<file path="config.mk">
export PLATFORM = sky130hd
export DESIGN_NAME = mpc_top
export DESIGN_NICKNAME = d
export VERILOG_FILES = /design/src/logic/mpc_pkg.sv /design/src/logic/mpc_sync.sv /design/src/logic/mpc_top.sv
export SDC_FILE = /design/constraint.sdc
export NUM_CORES = 1
export LEC_CHECK = 0
export BUFFER_PORTS_ARGS = -buffer_cell sky130_fd_sc_hd__buf_2
export CAP_MARGIN = 20
export CORE_MARGIN = 8
export CORE_UTILIZATION = 25
export CTS_CLUSTER_DIAMETER = 30
export DETAILED_ROUTE_END_ITERATION = 10
export HOLD_SLACK_MARGIN = 0.15
export SETUP_SLACK_MARGIN = 0.15
export SLEW_MARGIN = 20
export SYNTH_ARGS = -nofsm -noshare
export SYNTH_HDL_FRONTEND = slang
export SYNTH_HIERARCHICAL = 1
export SYNTH_SLANG_ARGS = --single-unit
</file>
<file path="constraint.sdc">
create_clock -name clk -period 2.69 [get_ports clk]
set_clock_uncertainty 0.05 [all_clocks]
set_input_delay 0.538 -clock clk [delete_from_list [all_inputs] [get_ports clk]]
set_output_delay 0.538 -clock clk [all_outputs]
set_load 0.03 [all_outputs]
</file>
<file path="src/logic/mpc_pkg.sv">
// constants and types for the module power-on control block
package mpc_pkg;

  // ==========================================================
  // timing
  localparam int unsigned MPC_CLK_HZ          = 100_000_000;
  localparam int unsigned MPC_PULSE_MIN_US    = 1000;
  localparam int unsigned MPC_PULSE_MIN_CYC   =
    (MPC_PULSE_MIN_US * (MPC_CLK_HZ / 1_000_000));
  localparam int unsigned MPC_RESET_LOW_MS    = 50;
  localparam int unsigned MPC_RESET_LOW_CYC   =
    MPC_RESET_LOW_MS * (MPC_CLK_HZ / 1000);
  localparam int unsigned MPC_CNT_W           = 24;

  // ==========================================================
  // values after reset
  localparam logic        MPC_SYNC_RESET_VAL  = 1'b1;

  // ==========================================================
  // power states
  typedef enum logic [1:0] {
    MPC_NOT_POWERED = 2'b00,
    MPC_OFF         = 2'b01,
    MPC_ON          = 2'b10,
    MPC_SUPPLY_HOLD = 2'b11
  } mpc_state_type;

endpackage

</file>
<file path="src/logic/mpc_sync.sv">
// two-stage synchroniser for one pin input
`timescale 1ns/1ps
module mpc_sync #(
  parameter logic RESET_VAL = 1'b1
) (
  // clock and reset
  input  wire logic clk,
  input  wire logic reset_n,
  // data
  input  wire logic async_in,
  output logic      sync_out
);

  logic meta_q;
  logic meta_d;
  logic sync_q;
  logic sync_d;

  always_comb begin
    meta_d = async_in;
    sync_d = meta_q;
  end

  always_ff @(posedge clk or negedge reset_n) begin
    if (!reset_n) begin
      meta_q <= RESET_VAL;
      sync_q <= RESET_VAL;
    end else begin
      meta_q <= meta_d;
      sync_q <= sync_d;
    end
  end

  assign sync_out = sync_q;

endmodule

</file>
<file path="src/logic/mpc_top.sv">
// power-state and wake-up control of the module
// How it works
// - the interface supply is on only in the on state with reset released.
// - from not powered, a supply rise from below 2.25 V switches on.
// - a reset held low over the supply rise switches on at its release.
// - the power-on pin is ignored while the supply is being applied.
// - power-off command enters off; only pin pulse, reset or alarm wake it.
// - in off, a low pulse of the minimum length on power-on starts up.
// - in off, a rising edge on the reset pin starts up.
// - in off, the alarm reaching its programmed time starts up.
`timescale 1ns/1ps
module mpc_top
  import mpc_pkg::*;
#(
  parameter int unsigned PULSE_MIN_CYC = mpc_pkg::MPC_PULSE_MIN_CYC
) (
  // clock and reset
  input  wire logic clk,
  input  wire logic reset_n,
  // supply supervision
  input  wire logic supply_valid,
  input  wire logic supply_was_low,
  // host pins
  input  wire logic power_on_request_pin_n,
  input  wire logic hw_reset_pin_n,
  // internal events
  input  wire logic software_power_off_cmd,
  input  wire logic alarm_due,
  // status outputs
  output logic      interface_supply_en,
  output mpc_pkg::mpc_state_type power_state,
  output logic      wake_event
);

  import mpc_pkg::*;

  // ==========================================================
  // synchronisers
  logic pwr_s;
  logic rst_s;
  logic sup_s;
  logic low_s;

  mpc_sync #(.RESET_VAL(MPC_SYNC_RESET_VAL)) u_sync_pwr (
    .clk      (clk),
    .reset_n  (reset_n),
    .async_in (power_on_request_pin_n),
    .sync_out (pwr_s)
  );
  mpc_sync #(.RESET_VAL(MPC_SYNC_RESET_VAL)) u_sync_rst (
    .clk      (clk),
    .reset_n  (reset_n),
    .async_in (hw_reset_pin_n),
    .sync_out (rst_s)
  );
  mpc_sync #(.RESET_VAL(1'b0)) u_sync_sup (
    .clk      (clk),
    .reset_n  (reset_n),
    .async_in (supply_valid),
    .sync_out (sup_s)
  );
  mpc_sync #(.RESET_VAL(1'b1)) u_sync_low (
    .clk      (clk),
    .reset_n  (reset_n),
    .async_in (supply_was_low),
    .sync_out (low_s)
  );

  // ==========================================================
  // pin edge history
  logic                    rst_prev_q;
  logic                    rst_prev_d;
  logic                    pwr_prev_q;
  logic                    pwr_prev_d;
  logic                    pwr_fall;
  logic                    rst_rise;

  // edge of a synchronised pin; history resets to the idle high level
  function automatic logic pin_fell(input logic prev, input logic now);
    return prev && !now;
  endfunction

  function automatic logic pin_rose(input logic prev, input logic now);
    return !prev && now;
  endfunction

  // edges taken from synchronised copies only
  always_comb begin
    rst_prev_d = rst_s;
    pwr_prev_d = pwr_s;
    pwr_fall   = pin_fell(pwr_prev_q, pwr_s);
    rst_rise   = pin_rose(rst_prev_q, rst_s);
  end

  always_ff @(posedge clk or negedge reset_n) begin
    if (!reset_n) begin
      rst_prev_q <= MPC_SYNC_RESET_VAL;
      pwr_prev_q <= MPC_SYNC_RESET_VAL;
    end else begin
      rst_prev_q <= rst_prev_d;
      pwr_prev_q <= pwr_prev_d;
    end
  end

  // ==========================================================
  // power-on low-pulse timer
  localparam logic [MPC_CNT_W-1:0] CNT_MAX = MPC_CNT_W'(PULSE_MIN_CYC);

  logic                    armed_q;
  logic                    armed_d;
  logic [MPC_CNT_W-1:0]    cnt_q;
  logic [MPC_CNT_W-1:0]    cnt_d;
  logic                    pulse_done;

  // runs only in off; an early release disarms it
  always_comb begin
    armed_d = armed_q;
    cnt_d   = cnt_q;
    if (!sup_s || (state_q != MPC_OFF)) begin
      armed_d = 1'b0;
      cnt_d   = '0;
    end else if (pwr_fall) begin
      armed_d = 1'b1;
      cnt_d   = '0;
    end else if (armed_q && pwr_s) begin
      armed_d = 1'b0;
    end else if (armed_q && (cnt_q != CNT_MAX)) begin
      cnt_d = cnt_q + 1'b1;
    end
    pulse_done = armed_q && !pwr_s && (cnt_q == CNT_MAX);
  end

  always_ff @(posedge clk or negedge reset_n) begin
    if (!reset_n) begin
      armed_q <= 1'b0;
      cnt_q   <= '0;
    end else begin
      armed_q <= armed_d;
      cnt_q   <= cnt_d;
    end
  end

  // ==========================================================
  // power state
  mpc_state_type           state_q;
  mpc_state_type           state_d;
  logic                    wake_q;
  logic                    wake_d;

  always_comb begin
    state_d = state_q;
    wake_d  = 1'b0;
    if (!sup_s) begin
      // supply loss wins over every other event
      state_d = MPC_NOT_POWERED;
    end else begin
      case (state_q)
        MPC_NOT_POWERED: begin
          // power-on pin is not looked at here
          if (!rst_s) begin
            state_d = MPC_SUPPLY_HOLD;
          end else if (low_s) begin
            state_d = MPC_ON;
          end
        end
        MPC_SUPPLY_HOLD: begin
          if (rst_s) begin
            state_d = MPC_ON;
          end
        end
        MPC_ON: begin
          if (software_power_off_cmd) begin
            state_d = MPC_OFF;
          end
        end
        MPC_OFF: begin
          // apart from supply loss above, only the three wake events leave off
          if (pulse_done
              || rst_rise
              || alarm_due) begin
            state_d = MPC_ON;
            wake_d  = 1'b1;
          end
        end
        default: begin
          state_d = MPC_NOT_POWERED;
        end
      endcase
    end
  end

  always_ff @(posedge clk or negedge reset_n) begin
    if (!reset_n) begin
      state_q <= MPC_NOT_POWERED;
      wake_q  <= 1'b0;
    end else begin
      state_q <= state_d;
      wake_q  <= wake_d;
    end
  end

  // ==========================================================
  // interface supply enable
  logic                    en_q;
  logic                    en_d;

  // from the next state so it moves on the same edge as the state
  always_comb begin
    en_d = (state_d == MPC_ON) && rst_s;
  end

  always_ff @(posedge clk or negedge reset_n) begin
    if (!reset_n) begin
      en_q <= 1'b0;
    end else begin
      en_q <= en_d;
    end
  end

  // ==========================================================
  // outputs
  assign interface_supply_en = en_q;
  assign power_state         = state_q;
  assign wake_event          = wake_q;

endmodule

</file>
After elaboration in Yosys (flattened, before gate mapping)
Index checks and enable logic that the tools add are counted.
{ "totals": {"wordCells": 58, "register_bits": 39, "output_inout_bits": 4} }
{ "classes": {"mux": 17, "n_eq_ne": 8, "addsub": 1, "n_reduce_logical": 17} }
{ "ops": {"columns": ["operator", "n"], "rows": [
  ["$mux 24", 4],
  ["$add 24x1->24 const B", 1],
  ["$eq 24x17->1 const B", 1],
  ["$ne 24x17->1 const B", 1],
  ["$mux 2", 6],
  ["$pmux 2 s4", 1],
  ["$logic_and 1x1->1", 7],
  ["$eq 2x2->1 const B", 3],
  ["$mux 1", 6],
  ["$reduce_bool 3->1", 2],
  ["$logic_not 1->1", 3],
  ["$logic_or 1x1->1", 3],
  ["$ne 3x3->1 const B", 1],
  ["$eq 2x1->1 const B", 1],
  ["$logic_not 2->1", 1],
  ["$ne 2x1->1 const B", 1],
  ["$reduce_and 2->1", 1]
]} }

Longest topological paths before layout
{ "logic_depth": {"word_depth": 10, "ltp_mapped": 7, "depth_no_buf": 7} }

Cells and area by module
The synthesis kept the hierarchy.
{ "modules_own_cells": {"columns": ["mod", "cells_each", "seq_area_each_um2", "area_each_um2", "instances"], "rows": [
  ["mpc_top", 159, 778.2, 1550.2, 1],
  ["mpc_sync (u_sync_low ...)", 2, 52.6, 52.6, 3],
  ["mpc_sync (u_sync_sup)", 2, 50.0, 50.0, 1]
]} }

Worst setup path after synthesis
Ideal clock, no wire load.
{ "synth_timing": {"kind": "flip-flop to flip-flop", "from": "register cnt_q[4]", "to": "register en_q (netlist: interface_supply_en)", "required_time_ps": 2574, "path_stages_with_launch": 6, "setup_ps": 66, "n_path_buf": 0, "t_arrival_ps": 2045, "path_slack_ps": 530, "path_cell_list": "dfrtp_1 or4b_1 or3_4 or4b_4 a21oi_2 and2_1"} }
{ "synth_via": {"elab_chain_cells": 9} }
{ "synth_lines": {"columns": ["item", "line", "source"], "rows": [
  ["from (decl)", "mpc_top.sv:111", "logic [MPC_CNT_W-1:0] cnt_q;"],
  ["from (signal assigned)", "mpc_top.sv:139", "cnt_q <= cnt_d;"],
  ["$eq 24x17->1", "mpc_top.sv:130", "pulse_done = armed_q && !pwr_s && (cnt_q == CNT_MAX);"],
  ["$logic_and 1x1->1", "mpc_top.sv:130", null],
  ["$logic_or 1x1->1", "mpc_top.sv:179", "|| rst_rise"],
  ["$logic_or 1x1->1", "mpc_top.sv:180", "|| alarm_due) begin"],
  ["$mux 2", "mpc_top.sv:178", "if (pulse_done"],
  ["$pmux 2 s4", "mpc_top.sv:157", "case (state_q)"],
  ["$mux 2", "mpc_top.sv:153", "if (!sup_s) begin"],
  ["via state_d[1]", "mpc_top.sv:146", "mpc_state_type state_d;"],
  ["$eq 2x2->1", "mpc_top.sv:209", "en_d = (state_d == MPC_ON) && rst_s;"],
  ["$logic_and 1x1->1", "mpc_top.sv:209", null],
  ["via en_d", "mpc_top.sv:205", "logic en_d;"],
  ["to (signal assigned)", "mpc_top.sv:216", "en_q <= en_d;"],
  ["to (decl)", "mpc_top.sv:204", "logic en_q;"]
]} }
The timed path passes the listed nets, and every way through them passes these cells.
A chain may end at the register's enable or synchronous reset.

Worst setup path after layout
Ends and elaborated chain as after synthesis.

==> impl_metrics.json <==
{
  "post_cts_buffers": 0,
  "routed.top_layer": "met4",
  "grt_pass1_wl_um": 5720,
  "cts_made_buffers": 5,
  "dp_hpwl_um": 2230,
  "postSynthCellCount": 167,
  "die_h_um": 99.9,
  "slew_headroom_pct": 44.5,
  "antenna_found_initial": 0,
  "cts_max_level": 2,
  "fin_crit_sh_pct": 84.1,
  "p_leak_uw": 0.000827,
  "cp_slowest_stage_delay_ns": 0.54,
  "required_ns": 2.87,
  "irDropWorstVdd_v": 0.000416,
  "ff2ff_path_depth": 5,
  "wirelength_um": 3180,
  "synth-main-ff-cell": "dfrtp_1",
  "grt-ovfl-total": 0,
  "cp_num_buf_inv": 0,
  "crit_arrival_ns": 2.44,
  "area_growth_syn_to_layout_pct": 17.0,
  "routedWlPerCell_um": 11.3,
  "met2_length_um": 1480,
  "synthDistinctLibCells": 34,
  "fillers": 707,
  "synth_edf_count": 0,
  "clockBufferDepth": 2,
  "ios": 12,
  "grt_pass1_vias": 1201,
  "cpMaxStageDelayCell": "or4b_1",
  "syn-cell-area_um2": 1760,
  "num_rows": 30,
  "critical_path.top_delay_family": "simple AND/OR/NAND/NOR gates",
  "cts_root_buf": "clkbuf_8",
  "gp_congestion": 0.754,
  "grt_usage_pct": 7.17,
  "fin_ws_ns": 0.429,
  "die_width_um": 99.9,
  "finalSetupViolations": 0,
  "drive_above_1_share_pct": 18.3,
  "ant_nets": 0,
  "drv_slew": 0,
  "diodes": 0,
  "wl_met1_um": 1550,
  "crit_start": "cnt_q[4]",
  "ys_seq_elements": 39,
  "path_max_fanout": 6,
  "vias": 1199,
  "clk_pin_slew_ns": 0.08,
  "ctsResizeCount": 0,
  "setup.worst_path.end_class": "flip-flop",
  "crit_chain": "or4b_1 -> or3_4 -> or4b_4 -> a21oi_2 -> and2_1",
  "vias_per_cell": 4.25,
  "rr_startpoint": "cnt_q[4]",
  "core_um2": 6790,
  "hold_viol_final": 0,
  "nets": 195,
  "die_area_um2": 9970,
  "cts_sinks": 39,
  "hp-class": "primary input to asynchronous set/reset pin",
  "criticalPathCategory": "flip-flop to flip-flop",
  "multi_input_area_um2": 746,
  "seq_area_frac_synth_pct": 56.1,
  "drc": 0,
  "grt_max_degree": 40,
  "p_per_area_nw_per_um2": 559,
  "avgSynthCellArea_um2": 10.5,
  "port_buffers": 11,
  "cts_tree": "done",
  "clock_latency_ns": 0.29,
  "regArea_um2": 986,
  "status": "completed",
  "syn_nets": 177,
  "yosysWarningCount": 6,
  "async_flop_share_pct": 100,
  "dr.pass1.iters": 4,
  "cp.depth": 5,
  "met3_length_um": 102,
  "fin_crit_ns": 2.26,
  "tightestPinTransition_ns": 0.832,
  "timing.fmax_mhz": 442,
  "startpoint_type": "flip-flop",
  "drtIter0Drc": 29,
  "max-cap-violations": 0,
  "dp_slack_ns": 0.423,
  "fin_setup_tns_ns": 0,
  "ctsHoldBuffers": 0,
  "grt_setup_unrepaired": "no",
  "initial_core_util_pct": 25.9
}
worst reg2reg max path: stages, from the launching register on:
cell	delay, ns
dfrtp_1	0.44
or4b_1	0.54
or3_4	0.36
or4b_4	0.54
a21oi_2	0.16
and2_1	0.13
final cells by class:
type                            count  area share (%)
Tap cell                           96            5.84
Clock inverter                      3            2.13
Sequential cell                    39            47.9
Multi-Input combinational cell    121            36.3
Clock buffer                        5            3.35
Timing Repair Buffer               14            3.77
Inverter                            4           0.730
stage by stage:
step                instance area [um2]  util (%)  cells  hold slack (ns)  total power (uW)
finish                             2060      30.3    282            0.287              1150
global route                       2060      30.3    282            0.274              1200
CTS                                2060      30.3    282            0.275              1170
detailed placement                 1940      28.6    274            0.291               680
global placement                   1940      28.6    274            0.284               680
floorplan                          1760         -    167            0.192               651
synthesized netlist by cell type (2+ instances only):
library cell | number | share of area, %
dfrtp_1 | 31 | 44
nor2_1 | 27 | 5.8
xor2_1 | 18 | 9.0
nand2_1 | 12 | 2.6
nand3_1 | 9 | 2.6
dfstp_2 | 8 | 12
nand4_1 | 8 | 2.8
a21oi_1 | 5 | 1.4
inv_1 | 4 | 0.85
o21ai_0 | 4 | 1.1
clkbuf_1 | 3 | 0.64
nor2b_1 | 3 | 1.1
nor3_1 | 3 | 0.85
nor3b_1 | 3 | 1.3
nor4_1 | 3 | 1.1
xnor2_1 | 3 | 1.5
and2_1 | 2 | 0.71
and3_1 | 2 | 0.71
ha_1 | 2 | 1.4
nor4b_1 | 2 | 1.0
or3_1 | 2 | 0.71
flip-flops by register name, summed over array words and instances, names as in the netlist:
| name | count |
|---|---|
| power_state | 2 |
| u_sync_sup/meta_q | 1 |
| u_sync_pwr/meta_q | 1 |
| u_sync_low/sync_out | 1 |
| u_sync_sup/sync_out | 1 |
| pwr_prev_q | 1 |
| u_sync_rst/sync_out | 1 |
| u_sync_rst/meta_q | 1 |
| u_sync_low/meta_q | 1 |
| wake_event | 1 |
| u_sync_pwr/sync_out | 1 |
| interface_supply_en | 1 |
| cnt_q | 24 |
| rst_prev_q | 1 |
| armed_q | 1 |
kinds of logic (layout without fill, tap and decap cells):
group                      after synthesis  in the layout  synth area share, %
AOI/OAI and AO/OA                       13             13                 4.34
xor gates and xnor gates                21             21                 10.5
adders and majority gates                2              2                 1.42
buffers and inverters                    7             26                 1.49
DFF                                     39             39                 56.1
muxes                                    1              1                0.569
and+or+nand+nor                         84             84                 25.6
routing by layer:
metal  track usage (%)  vias up
li1                  -      612
met5                 0        -
met1              9.25      572
met4              3.84        0
met2              10.4       10
met3              2.28        5
cell usage in the layout (no fill, tap or decap), drive strengths merged:
| master | count |
|---|---|
| a21boi | 1 |
| a21o | 1 |
| a21oi | 6 |
| and2 | 2 |
| and3 | 2 |
| and4 | 2 |
| and4b | 1 |
| buf | 14 |
| bufinv | 1 |
| clkbuf | 5 |
| clkinv | 2 |
| dfrtp | 31 |
| dfstp | 8 |
| ha | 2 |
| inv | 4 |
| mux2i | 1 |
| nand2 | 12 |
| nand2b | 1 |
| nand3 | 9 |
| nand4 | 8 |
| nand4b | 1 |
| nor2 | 27 |
| nor2b | 3 |
| nor3 | 3 |
| nor3b | 3 |
| nor4 | 3 |
| nor4b | 2 |
| o211ai | 1 |
| o21ai | 4 |
| or3 | 3 |
| or4b | 2 |
| xnor2 | 3 |
| xor2 | 18 |
power by group:
group	switching (uW)	leakage, uW	internal (uW)
sequential	9.45	0.000509	604
combinational	37.1	0.000260	17.1
clock	207	0.0000581	276
total	253	0.000827	897
final timing paths:
| kind | to | slack, ns |
|---|---|---|
| setup / recovery | interface_supply_en | 0.43 |
| hold / removal | cnt_q[23] | 0.29 |
| setup reg to reg | interface_supply_en | 0.43 |
| hold reg to reg | u_sync_pwr/sync_out | 0.31 |
| max in group asynchronous | cnt_q[10] | 1.77 |
| min in group clk | u_sync_pwr/meta_q | 0.29 |
Power figures use the tool's default switching activity.
